$ cat src/rtl/bst_pkg.sv
// Package with constants and types for the boundary-scan test port.
package bst_pkg;

  // Register widths.
  localparam int IR_W  = 4;
  localparam int ID_W  = 32;
  localparam int BSC_W = 169;

  // Generic core pin groups covered by the boundary-scan chain.
  localparam int N_IN  = 8;
  localparam int N_OUT = 8;

  // Instruction codes.
  localparam logic [3:0] INS_EXTEST  = 4'h0;
  localparam logic [3:0] INS_SAMPLE  = 4'h1;
  localparam logic [3:0] INS_IDCODE  = 4'h2;
  localparam logic [3:0] INS_CLAMP   = 4'h3;
  localparam logic [3:0] INS_HIGHZ   = 4'h4;
  localparam logic [3:0] INS_BYPASS  = 4'hf;

  // Values after reset.
  localparam logic [3:0] IR_RST      = 4'h2;
  localparam logic [3:0] IR_CAPTURE  = 4'h1;

  // Identification fields; the revision, device and maker values are arbitrary.
  localparam logic [3:0]  ID_REV     = 4'h1;
  localparam logic [15:0] ID_DEV     = 16'h5a5a;
  localparam logic [10:0] ID_MFR     = 11'h07e;
  localparam logic        ID_MARK    = 1'b1;

  // Chain layout: inputs at 0.., then output cells, then enable cells.
  localparam int POS_IN  = 0;
  localparam int POS_OUT = N_IN;
  localparam int POS_OE  = N_IN + N_OUT;

  // Test-reset input must be held this long to be seen.
  localparam int TRST_NS     = 50;
  localparam int CLK_NS      = 25;
  localparam int TRST_CYCLES = (TRST_NS + CLK_NS - 1) / CLK_NS;

  typedef enum logic [15:0] {
    ST_TLR  = 16'h0001, ST_RTI  = 16'h0002, ST_SDRS = 16'h0004, ST_CDR  = 16'h0008,
    ST_SDR  = 16'h0010, ST_E1DR = 16'h0020, ST_PDR  = 16'h0040, ST_E2DR = 16'h0080,
    ST_UDR  = 16'h0100, ST_SIRS = 16'h0200, ST_CIR  = 16'h0400, ST_SIR  = 16'h0800,
    ST_E1IR = 16'h1000, ST_PIR  = 16'h2000, ST_E2IR = 16'h4000, ST_UIR  = 16'h8000
  } bst_state_t;

endpackage

$ cat src/rtl/bst_tap.sv
// Boundary-scan test access port: TAP controller, instruction, bypass, ID and boundary chain.
//
// Functional notes
// RL1: Test reset low returns all scan logic to reset; undriven it reads high.
// RL2: Instruction register is four bits, shifted from TDI in Shift-IR.
// RL3: Current instruction selects the active data register and TDI-TDO path.
// RL4: Bypass stage is one flip-flop giving a one-bit path.
// RL5: Boundary chain cell 0 is the first bit out on TDO.
// RL6: Output-enable cells are active high.
// RL7: ID register is 32 bits: revision 31:28, device 27:12, maker 11:1.
// RL8: ID bit 0 always captures a constant one.
// RL9: Code 0000 selects boundary chain and drives its output cells onto pins.
// RL10: Code 1111 selects bypass and leaves normal operation alone.
// RL11: Code 0010 loads the fixed ID code and selects the ID register.
// RL12: Code 0100 selects bypass and floats every device output.
// RL13: Code 0011 selects bypass while chain output cells keep driving pins.
// RL14: Code 0001 selects boundary chain, captures pins, shifts new values in.
// RL15: Controller loads only the six defined codes; others are reserved. The code loads any code into ir_q and runs reserved ones as bypass.
// RL16: Pin control covers all outputs but TDO, inputs but TDI, TMS, reset.
// RL17: TMS and TDI are sampled on the rising TCK edge.
// RL18: TDO changes on falling TCK while shifting, otherwise high impedance.
// RL19: Standard sixteen-state TAP machine; five TMS-high cycles reach reset.
`timescale 1ns/1ps

module bst_tap (
  input  wire logic                     ref_clk,      // System clock, 40 MHz.
  input  wire logic                     arst_n,       // Asynchronous reset, active low.
  input  wire logic                     tck,          // Test clock pin.
  input  wire logic                     tms,          // Test mode select pin.
  input  wire logic                     tdi,          // Test data input pin.
  input  wire logic                     trst_n_i,     // Test reset pin input value.
  input  wire logic                     trst_n_oe,    // High while something drives the test reset pin.
  output logic                          tdo_o,        // Test data output value.
  output logic                          tdo_oe,       // Test data output enable.
  input  wire logic [bst_pkg::N_IN-1:0]  core_in,     // Pin inputs toward the core.
  input  wire logic [bst_pkg::N_OUT-1:0] core_out,    // Core output values.
  input  wire logic [bst_pkg::N_OUT-1:0] core_oe,     // Core output enables.
  output logic [bst_pkg::N_OUT-1:0]     pin_out,      // Values on device output pins.
  output logic [bst_pkg::N_OUT-1:0]     pin_oe        // Enables of device output pins.
);

  ////////////////////////////////////////////////////////////////////////////////
  // Pin synchronisers and edge detection.

  logic [1:0] tck_s_q;
  logic       tck_d_q;
  logic [1:0] tms_s_q;
  logic [1:0] tdi_s_q;
  logic [1:0] trst_s_q;
  logic [1:0] trst_oe_s_q;

  always_ff @(posedge ref_clk or negedge arst_n) begin
    if (!arst_n) begin
      tck_s_q  <= 2'b00;
      tck_d_q  <= 1'b0;
      tms_s_q  <= 2'b11;
      tdi_s_q  <= 2'b11;
      trst_s_q    <= 2'b11;
      trst_oe_s_q <= 2'b00;
    end else begin
      tck_s_q  <= {tck_s_q[0], tck};
      tck_d_q  <= tck_s_q[1];
      tms_s_q  <= {tms_s_q[0], tms};
      tdi_s_q  <= {tdi_s_q[0], tdi};
      trst_s_q    <= {trst_s_q[0], trst_n_i};
      trst_oe_s_q <= {trst_oe_s_q[0], trst_n_oe};
    end
  end

  logic tck_rise;
  logic tck_fall;
  logic tms_v;
  logic tdi_v;
  logic trst_act;

  // The test clock is sampled like any pin, so each of its phases must span at least three system clocks.
  assign tck_rise = tck_s_q[1] & ~tck_d_q;  // [RL17]
  assign tck_fall = ~tck_s_q[1] & tck_d_q;  // [RL18]
  assign tms_v    = tms_s_q[1];
  assign tdi_v    = tdi_s_q[1];
  // An undriven test reset reads as inactive.
  assign trst_act = trst_oe_s_q[1] & ~trst_s_q[1];  // [RL1]

  ////////////////////////////////////////////////////////////////////////////////
  // TAP controller.

  bst_pkg::bst_state_t st_q;
  bst_pkg::bst_state_t st_d;

  always_comb begin
    case (st_q)  // [RL19]
      bst_pkg::ST_TLR:  st_d = tms_v ? bst_pkg::ST_TLR  : bst_pkg::ST_RTI;
      bst_pkg::ST_RTI:  st_d = tms_v ? bst_pkg::ST_SDRS : bst_pkg::ST_RTI;
      bst_pkg::ST_SDRS: st_d = tms_v ? bst_pkg::ST_SIRS : bst_pkg::ST_CDR;
      bst_pkg::ST_CDR:  st_d = tms_v ? bst_pkg::ST_E1DR : bst_pkg::ST_SDR;
      bst_pkg::ST_SDR:  st_d = tms_v ? bst_pkg::ST_E1DR : bst_pkg::ST_SDR;
      bst_pkg::ST_E1DR: st_d = tms_v ? bst_pkg::ST_UDR  : bst_pkg::ST_PDR;
      bst_pkg::ST_PDR:  st_d = tms_v ? bst_pkg::ST_E2DR : bst_pkg::ST_PDR;
      bst_pkg::ST_E2DR: st_d = tms_v ? bst_pkg::ST_UDR  : bst_pkg::ST_SDR;
      bst_pkg::ST_UDR:  st_d = tms_v ? bst_pkg::ST_SDRS : bst_pkg::ST_RTI;
      bst_pkg::ST_SIRS: st_d = tms_v ? bst_pkg::ST_TLR  : bst_pkg::ST_CIR;
      bst_pkg::ST_CIR:  st_d = tms_v ? bst_pkg::ST_E1IR : bst_pkg::ST_SIR;
      bst_pkg::ST_SIR:  st_d = tms_v ? bst_pkg::ST_E1IR : bst_pkg::ST_SIR;
      bst_pkg::ST_E1IR: st_d = tms_v ? bst_pkg::ST_UIR  : bst_pkg::ST_PIR;
      bst_pkg::ST_PIR:  st_d = tms_v ? bst_pkg::ST_E2IR : bst_pkg::ST_PIR;
      bst_pkg::ST_E2IR: st_d = tms_v ? bst_pkg::ST_UIR  : bst_pkg::ST_SIR;
      bst_pkg::ST_UIR:  st_d = tms_v ? bst_pkg::ST_SDRS : bst_pkg::ST_RTI;
      default:          st_d = bst_pkg::ST_TLR;
    endcase
  end

  always_ff @(posedge ref_clk or negedge arst_n) begin
    if (!arst_n) begin
      st_q <= bst_pkg::ST_TLR;
    end else if (trst_act) begin
      st_q <= bst_pkg::ST_TLR;  // [RL1]
    end else if (tck_rise) begin
      st_q <= st_d;  // [RL17]
    end
  end

  // One-cycle strokes for each scan action, taken on the synchronised rising test clock.
  logic cap_ir;
  logic shift_ir;
  logic upd_ir;
  logic cap_dr;
  logic shift_dr;
  logic upd_dr;

  assign cap_ir   = tck_rise && (st_q == bst_pkg::ST_CIR);
  assign shift_ir = tck_rise && (st_q == bst_pkg::ST_SIR);  // [RL2]
  assign upd_ir   = tck_rise && (st_q == bst_pkg::ST_UIR);
  assign cap_dr   = tck_rise && (st_q == bst_pkg::ST_CDR);
  assign shift_dr = tck_rise && (st_q == bst_pkg::ST_SDR);
  assign upd_dr   = tck_rise && (st_q == bst_pkg::ST_UDR);

  ////////////////////////////////////////////////////////////////////////////////
  // Instruction register and decode.

  logic [bst_pkg::IR_W-1:0] ir_sh_q;
  logic [bst_pkg::IR_W-1:0] ir_q;

  always_ff @(posedge ref_clk or negedge arst_n) begin
    if (!arst_n) begin
      ir_sh_q <= bst_pkg::IR_CAPTURE;
    end else if (trst_act || (st_q == bst_pkg::ST_TLR)) begin
      ir_sh_q <= bst_pkg::IR_CAPTURE;  // [RL1]
    end else if (cap_ir) begin
      ir_sh_q <= bst_pkg::IR_CAPTURE;
    end else if (shift_ir) begin
      ir_sh_q <= {tdi_v, ir_sh_q[bst_pkg::IR_W-1:1]};  // [RL2]
    end
  end

  always_ff @(posedge ref_clk or negedge arst_n) begin
    if (!arst_n) begin
      ir_q <= bst_pkg::IR_RST;
    end else if (trst_act || (st_q == bst_pkg::ST_TLR)) begin
      ir_q <= bst_pkg::IR_RST;  // [RL1]
    end else if (upd_ir) begin
      ir_q <= ir_sh_q;  // [RL2]
    end
  end

  // Which serial path an instruction selects; reserved codes fall back to bypass.
  function automatic logic [1:0] path_sel(input logic [3:0] ins);
    case (ins)  // [RL3]
      bst_pkg::INS_EXTEST: path_sel = 2'h2;  // [RL9]
      bst_pkg::INS_SAMPLE: path_sel = 2'h2;  // [RL14]
      bst_pkg::INS_IDCODE: path_sel = 2'h1;  // [RL11]
      default:             path_sel = 2'h0;  // [RL10] [RL12] [RL13] [RL15]
    endcase
  endfunction

  logic [1:0] sel;
  logic       sel_bsc;
  logic       sel_id;
  logic       force_pins;
  logic       float_pins;

  assign sel        = path_sel(ir_q);
  assign sel_bsc    = (sel == 2'h2);
  assign sel_id     = (sel == 2'h1);
  assign force_pins = (ir_q == bst_pkg::INS_EXTEST) || (ir_q == bst_pkg::INS_CLAMP);  // [RL9] [RL13]
  assign float_pins = (ir_q == bst_pkg::INS_HIGHZ);  // [RL12]

  ////////////////////////////////////////////////////////////////////////////////
  // Data registers: bypass stage, identification register, boundary chain.

  logic                      bypass_stage_q;
  logic [bst_pkg::ID_W-1:0]  identification_register_q;
  logic [bst_pkg::BSC_W-1:0] boundary_scan_chain_q;
  logic [bst_pkg::BSC_W-1:0] bsc_upd_q;
  logic [bst_pkg::BSC_W-1:0] bsc_cap;

  // Capture image: inputs, core outputs, core enables; spare cells keep their value.
  always_comb begin
    bsc_cap = boundary_scan_chain_q;
    bsc_cap[bst_pkg::POS_IN +: bst_pkg::N_IN]   = core_in;  // [RL16]
    bsc_cap[bst_pkg::POS_OUT +: bst_pkg::N_OUT] = core_out;
    bsc_cap[bst_pkg::POS_OE +: bst_pkg::N_OUT]  = core_oe;  // [RL6]
  end

  always_ff @(posedge ref_clk or negedge arst_n) begin
    if (!arst_n) begin
      bypass_stage_q <= 1'b0;
    end else if (trst_act) begin
      bypass_stage_q <= 1'b0;  // [RL1]
    end else if (cap_dr) begin
      bypass_stage_q <= 1'b0;
    end else if (shift_dr) begin
      bypass_stage_q <= tdi_v;  // [RL4]
    end
  end

  always_ff @(posedge ref_clk or negedge arst_n) begin
    if (!arst_n) begin
      identification_register_q <= '0;
    end else if (trst_act) begin
      identification_register_q <= '0;  // [RL1]
    end else if (cap_dr && sel_id) begin
      identification_register_q <= {bst_pkg::ID_REV, bst_pkg::ID_DEV,
                                    bst_pkg::ID_MFR, bst_pkg::ID_MARK};  // [RL7] [RL8] [RL11]
    end else if (shift_dr && sel_id) begin
      identification_register_q <= {tdi_v, identification_register_q[bst_pkg::ID_W-1:1]};
    end
  end

  always_ff @(posedge ref_clk or negedge arst_n) begin
    if (!arst_n) begin
      boundary_scan_chain_q <= '0;
    end else if (trst_act) begin
      boundary_scan_chain_q <= '0;  // [RL1]
    end else if (cap_dr && sel_bsc) begin
      boundary_scan_chain_q <= bsc_cap;  // [RL14]
    end else if (shift_dr && sel_bsc) begin
      boundary_scan_chain_q <= {tdi_v, boundary_scan_chain_q[bst_pkg::BSC_W-1:1]};  // [RL5]
    end
  end

  // Spare cells beyond the pin groups are latched here too but never reach a pin.
  always_ff @(posedge ref_clk or negedge arst_n) begin
    if (!arst_n) begin
      bsc_upd_q <= '0;
    end else if (trst_act) begin
      bsc_upd_q <= '0;  // [RL1]
    end else if (upd_dr && sel_bsc) begin
      bsc_upd_q <= boundary_scan_chain_q;  // [RL14]
    end
  end

  ////////////////////////////////////////////////////////////////////////////////
  // Test data output, updated on the falling test clock edge.

  logic tdo_bit;

  always_comb begin
    if (st_q == bst_pkg::ST_SIR) begin
      tdo_bit = ir_sh_q[0];
    end else if (sel_bsc) begin
      tdo_bit = boundary_scan_chain_q[0];  // [RL5]
    end else if (sel_id) begin
      tdo_bit = identification_register_q[0];
    end else begin
      tdo_bit = bypass_stage_q;  // [RL4]
    end
  end

  always_ff @(posedge ref_clk or negedge arst_n) begin
    if (!arst_n) begin
      tdo_o  <= 1'b0;
      tdo_oe <= 1'b0;
    end else if (trst_act) begin
      tdo_o  <= 1'b0;
      tdo_oe <= 1'b0;
    end else if (tck_fall) begin
      tdo_o  <= tdo_bit;  // [RL18]
      tdo_oe <= (st_q == bst_pkg::ST_SDR) || (st_q == bst_pkg::ST_SIR);  // [RL18]
    end
  end

  ////////////////////////////////////////////////////////////////////////////////
  // Output pin multiplexing.

  // Pins follow a new instruction one system clock later; the core drives them while nothing forces or floats them.
  always_ff @(posedge ref_clk or negedge arst_n) begin
    if (!arst_n) begin
      pin_out <= '0;
      pin_oe  <= '0;
    end else if (float_pins) begin
      pin_out <= core_out;
      pin_oe  <= '0;  // [RL12] [RL16]
    end else if (force_pins) begin
      pin_out <= bsc_upd_q[bst_pkg::POS_OUT +: bst_pkg::N_OUT];  // [RL9] [RL13]
      pin_oe  <= bsc_upd_q[bst_pkg::POS_OE +: bst_pkg::N_OUT];   // [RL6]
    end else begin
      pin_out <= core_out;  // [RL10]
      pin_oe  <= core_oe;
    end
  end

endmodule

$ cat config.mk
export PLATFORM = sky130hd
export DESIGN_NAME = bst_tap
export DESIGN_NICKNAME = d
export VERILOG_FILES = /design/src/rtl/bst_pkg.sv /design/src/rtl/bst_tap.sv
export SDC_FILE = /design/constraint.sdc
export NUM_CORES = 1
export LEC_CHECK = 0
export ABC_AREA = 0
export BUFFER_PORTS_ARGS = -buffer_cell sky130_fd_sc_hd__buf_2
export CAP_MARGIN = 40
export CORE_ASPECT_RATIO = 1.75
export CORE_MARGIN = 3
export CORE_UTILIZATION = 35
export CTS_CLUSTER_SIZE = 16
export DETAILED_ROUTE_END_ITERATION = 6
export GPL_ROUTABILITY_DRIVEN = 1
export PLACE_DENSITY_LB_ADDON = 0.2
export SYNTH_ARGS = -nofsm -noshare
export SYNTH_HDL_FRONTEND = slang
export SYNTH_SLANG_ARGS = --single-unit
export TNS_END_PERCENT = 30
$ cat constraint.sdc
create_clock -name ref_clk -period 3.1 [get_ports ref_clk]
set_clock_uncertainty 0.2 [all_clocks]
set_input_delay 0.62 -clock ref_clk [delete_from_list [all_inputs] [get_ports ref_clk]]
set_output_delay 0.62 -clock ref_clk [all_outputs]
set_load 0.02 [all_outputs]
* Yosys cells after proc, flatten, opt, wreduce, memory -nomap -nowiden *
Cells that the tools add are included.

word-level totals
  register bits after elaboration = 279
  latch bits = 0
  memory bits (writable) = 0
  ROM bits = 0
  input port bits = 31
  output and inout port bits = 18
  word-level logic and storage cells = 119
  memories kept = 0

cells by class
  add/sub/neg operators = 0
  multiply operators = 0
  divide/modulo/power cells = 0
  magnitude comparators = 0
  eq/ne operators = 23
  shifts and indexed selects = 0
  mux-type cells = 43
  bitwise gates (word level) = 6
  reductions and logical operators = 29

operators by type and width
  operator                number
  $mux W169               3
  $pmux W16 S12           1
  $mux W32                3
  $mux W16                4
  $mux W24                2
  $mux W8                 5
  $mux W4                 5
  $mux W9                 2
  $eq A16 B1 Y1 const B   1
  $eq A16 B10 Y1 const B  1
  $eq A16 B11 Y1 const B  1
  $eq A16 B12 Y1 const B  1
  $eq A16 B13 Y1 const B  1
  $eq A16 B14 Y1 const B  1
  $eq A16 B15 Y1 const B  1
  $eq A16 B16 Y1 const B  1
  $eq A16 B2 Y1 const B   1
  $eq A16 B3 Y1 const B   1
  $eq A16 B4 Y1 const B   1
  $eq A16 B5 Y1 const B   1
  $eq A16 B6 Y1 const B   1
  $eq A16 B7 Y1 const B   1
  $eq A16 B8 Y1 const B   1
  $eq A16 B9 Y1 const B   1
  other kinds (25)        60

* Depth between registers and ports, before layout *
  depth in word-level cells = 9
  depth in mapped cells = 9

* Worst setup path before layout *
No wires, ideal clock.

  kind = reg2reg
  start point = register st_q[1]
  end point = register bsc_upd_q[13] in the netlist's numbering
  setup time = 0.121 ns
  arrival time = 2.079 ns
  required time = 2.779 ns
  setup slack = 0.700 ns
  cell stages (with the launch flop) = 9
  clock period less this slack = 2.400 ns
  path through = dfrtp_1 > buf_6 > nor4_4 > nand4_2 > or4b_4 > nor2_2 > nor2_2 > buf_6 > a22o_1

on the way
  cells in the longest elaborated chain, start to end = 4

ends and longest elaborated chain
  element                       line            RTL
  from (decl)                   bst_tap.sv:87   bst_pkg::bst_state_t st_q;
  from (signal assigned)        bst_tap.sv:114  st_q <= bst_pkg::ST_TLR;
  from (signal assigned)        bst_tap.sv:116  st_q <= bst_pkg::ST_TLR;
  from (signal assigned)        bst_tap.sv:118  st_q <= st_d;
  $eq A16 B9 Y1                 bst_tap.sv:135  assign upd_dr = tck_rise && (st_q == bst_pkg::ST_UDR);
  $logic_and A1 B1 Y1           bst_tap.sv:135
  $logic_and A1 B1 Y1           bst_tap.sv:247  end else if (upd_dr && sel_bsc) begin
  $reduce_bool A2 Y1 (no line)  -
  to (signal assigned)          bst_tap.sv:248  bsc_upd_q <= boundary_scan_chain_q;
  to (decl)                     bst_tap.sv:193  logic [bst_pkg::BSC_W-1:0] bsc_upd_q;

No other way between the ends.
A chain may end at the register's enable or synchronous reset.

* Worst setup path after layout *
  start point = register st_q[5]
  end point = register bsc_upd_q[16] in the netlist's numbering

The elaborated chain is that of the path after synthesis.

==> impl_metrics.env <==
export IMPL_intPower_mw=5.64
export IMPL_die_h_um=243
export IMPL_ios=49
export IMPL_drv_cap=0
export IMPL_cp_end_kind="register"
export IMPL_clkLatencyLatePin_ps=540
export IMPL_leakage_nw=5.54
export IMPL_start_util_pct=35.6
export IMPL_fmax_ghz=0.377
export IMPL_drtPass1Iterations=5
export IMPL_hold_viol=0
export IMPL_critPathMaxFanout=16
export IMPL_ys_ff_latch=271
export IMPL_antenna_found_initial=0
export IMPL_place_congestion=0.875
export IMPL_cts_sinks=271
export IMPL_fin_crit_sh_pct=85.7
export IMPL_finalSetupTns_ps=0
export IMPL_synth_edf_count=0
export IMPL_slew_violations=0
export IMPL_final_cell_mix="402 x nand2_1, 262 x dfrtp_1, 178 x a21oi_1"
export IMPL_ctsHoldBuffers=6
export IMPL_drive_gt1_share_pct=13.0
export IMPL_clk_pin_slew_worst_paths_ps=60
export IMPL_yosysWarnings=0
export IMPL_overflow=0
export IMPL_numCtsBuffers=26
export IMPL_fp_dieArea_mm2=0.0345
export IMPL_die_w_um=142
export IMPL_drt_iter0_markers=492
export IMPL_h_tree_depth=1
export IMPL_startpoint="st_q[5]"
export IMPL_start_kind="register"
export IMPL_holdWs_ps=133
export IMPL_clkPwrFrac_pct=46.5
export IMPL_power_sequential_fraction_pct=49.4
export IMPL_grt_busiest_layer="met2"
export IMPL_num_nets_final=1231
export IMPL_syn_num_nets=1202
export IMPL_crit_arrival_ps=2880
export IMPL_setup_viol=0
export IMPL_grt_use_total_pct=14.2
export IMPL_cts_setup_buffers=0
export IMPL_synthFlopType="dfrtp_1"
export IMPL_r2r_end="bsc_upd_q[16]"
export IMPL_drc=0
export IMPL_cts_tree="yes"
export IMPL_dp_hpwl_mm=14.9
export IMPL_grt_util_met3_pct=1.47
export IMPL_cp_endpoint="bsc_upd_q[16]"
export IMPL_outcome="finished clean"
export IMPL_areaGrowthSynthToFinish_pct=15.5
export IMPL_combPwrFrac_pct=4.1
export IMPL_grt_max_degree=100
export IMPL_r2r_slack_ps=440
export IMPL_synth_avg_cell_area_um2=9.62
export IMPL_max_slew_margin_pct=52.7
export IMPL_n_antenna_cell=0
export IMPL_p_per_area_mw_per_mm2=558
export IMPL_post_route_util_pct=41.2
export IMPL_grt_pass1_vias=8263
export IMPL_hold_class="in -> reg"
export IMPL_fin_crit_ps=2660
export IMPL_wirelength_mm=24.2
export IMPL_reg2reg_from="st_q[5]"
export IMPL_syn_inst=1171
export IMPL_coreArea_mm2=0.0316
export IMPL_met1_usage_pct=17.6
export IMPL_crit_type="reg -> reg"
export IMPL_layout_commonest_cell="nand2_1"
export IMPL_grt_use_met2_pct=25.3
export IMPL_syn_cell_area_mm2=0.0113
export IMPL_io_buffers=48
export IMPL_switching_share_pct=22.3
export IMPL_rsz0062_at_grt="no"
export IMPL_required_ps=3330
export IMPL_clockBufferDepth=3
export IMPL_drtAntennaViolNets=0
export IMPL_cts_resized=0
export IMPL_worst_pin_slew_ps=708
export IMPL_wire_per_inst_um=15.0
export IMPL_vdd_drop_max_mv=0.487
export IMPL_yosysUniqueCellTypes=50
export IMPL_switchingPower_mw=1.62
export IMPL_rr_worst_depth=6
export IMPL_yosysSeqAreaShare_pct=60.3
export IMPL_grt_pass1_wl_mm=41.3
export IMPL_vias_per_cell=5.04
export IMPL_cts_root_buf="clkbuf_16"
export IMPL_ys_async_sr_fraction_pct=100
export IMPL_via_count=8147
export IMPL_rows=86
-- per-stage QoR --
step | worst slack, ps | total power [mW] | instances | instance area, um^2
floorplan | 700 | 3.79 | 1171 | 11300
global placement | 524 | 3.95 | 1561 | 12000
detailed placement | 452 | 3.95 | 1562 | 12000
CTS | 443 | 7.40 | 1616 | 13000
global route | 252 | 7.56 | 1616 | 13000
finish | 444 | 7.26 | 1616 | 13000
-- registers in the layout (all words and copies together) (netlist names) --
signal	flops
boundary_scan_chain_q	169
identification_register_q	32
bsc_upd_q	16
st_q	16
pin_oe	8
pin_out	8
ir_q	4
ir_sh_q	4
tck_s_q	2
tdi_s_q	2
tms_s_q	2
trst_oe_s_q	2
trst_s_q	2
bypass_stage_q	1
tck_d_q	1
tdo_o	1
tdo_oe	1
-- worst min path at each step --
stage	startpoint	end	cells after the start
2_1_floorplan	arst_n	boundary_scan_chain_q[0]	0
3_3_place_gp	tck_s_q[0]	tck_s_q[1]	0
4_1_cts	core_out[4]	pin_out[4]	2
5_1_grt	core_out[5]	pin_out[5]	2
3_5_place_dp	tck_s_q[0]	tck_s_q[1]	0
6_report	core_out[3]	pin_out[3]	2
-- Yosys cell counts, types with 11 or more instances --
master | number | area (um^2)
o21ai_1 | 25 | 125
dfrtp_1 | 262 | 6560
nand2_1 | 403 | 1510
nor2_1 | 30 | 113
a31oi_1 | 17 | 106
mux2i_1 | 36 | 360
buf_2 | 15 | 75.1
a22o_1 | 16 | 140
o21ai_0 | 13 | 65.1
nor3_1 | 11 | 55.1
a21oi_1 | 179 | 896
clkbuf_1 | 58 | 218
-- cell families after synthesis --
kind of cell | Yosys count | synth area share (%)
flip-flops | 271 | 60.3
buffers and inverters | 83 | 3.30
AND/OR/NAND/NOR | 505 | 19.3
multiplexers | 44 | 4.00
XOR/XNOR | 9 | 0.699
AO/OA/AOI/OAI | 259 | 12.5
-- power groups by stage --
stage	combinational [mW]	sequential, mW	clock (mW)
3_3_place_gp	0.301	3.65	0
2_1_floorplan	0.134	3.66	0
3_5_place_dp	0.302	3.65	0
5_1_grt	0.335	3.59	3.64
4_1_cts	0.309	3.58	3.51
6_report	0.297	3.59	3.38
-- area by class of cell --
type	instances	area, um^2
Sequential cell	271	6790
Clock buffer	33	717
Timing Repair Buffer	84	681
Tap cell	396	495
Multi-Input combinational cell	817	4130
Fill cell	3120	18600
Clock inverter	15	204
-- worst max-delay path, stage by stage, from the launching register on --
cell and delay, ps:
dfrtp_1 500, nor4_2 520, nand4_2 230, or4b_4 560, nor2_2 110, nor2_2 140, a22o_1 290
-- layer usage --
| layer | share of wire [%] | up-vias |
|---|---|---|
| met2 | 52 | 115 |
| li1 | - | 3974 |
| met1 | 42 | 4015 |
| met5 | 0 | - |
| met4 | 3.0 | 0 |
| met3 | 3.0 | 43 |
Note: power is estimated with default switching activity, not from simulation.
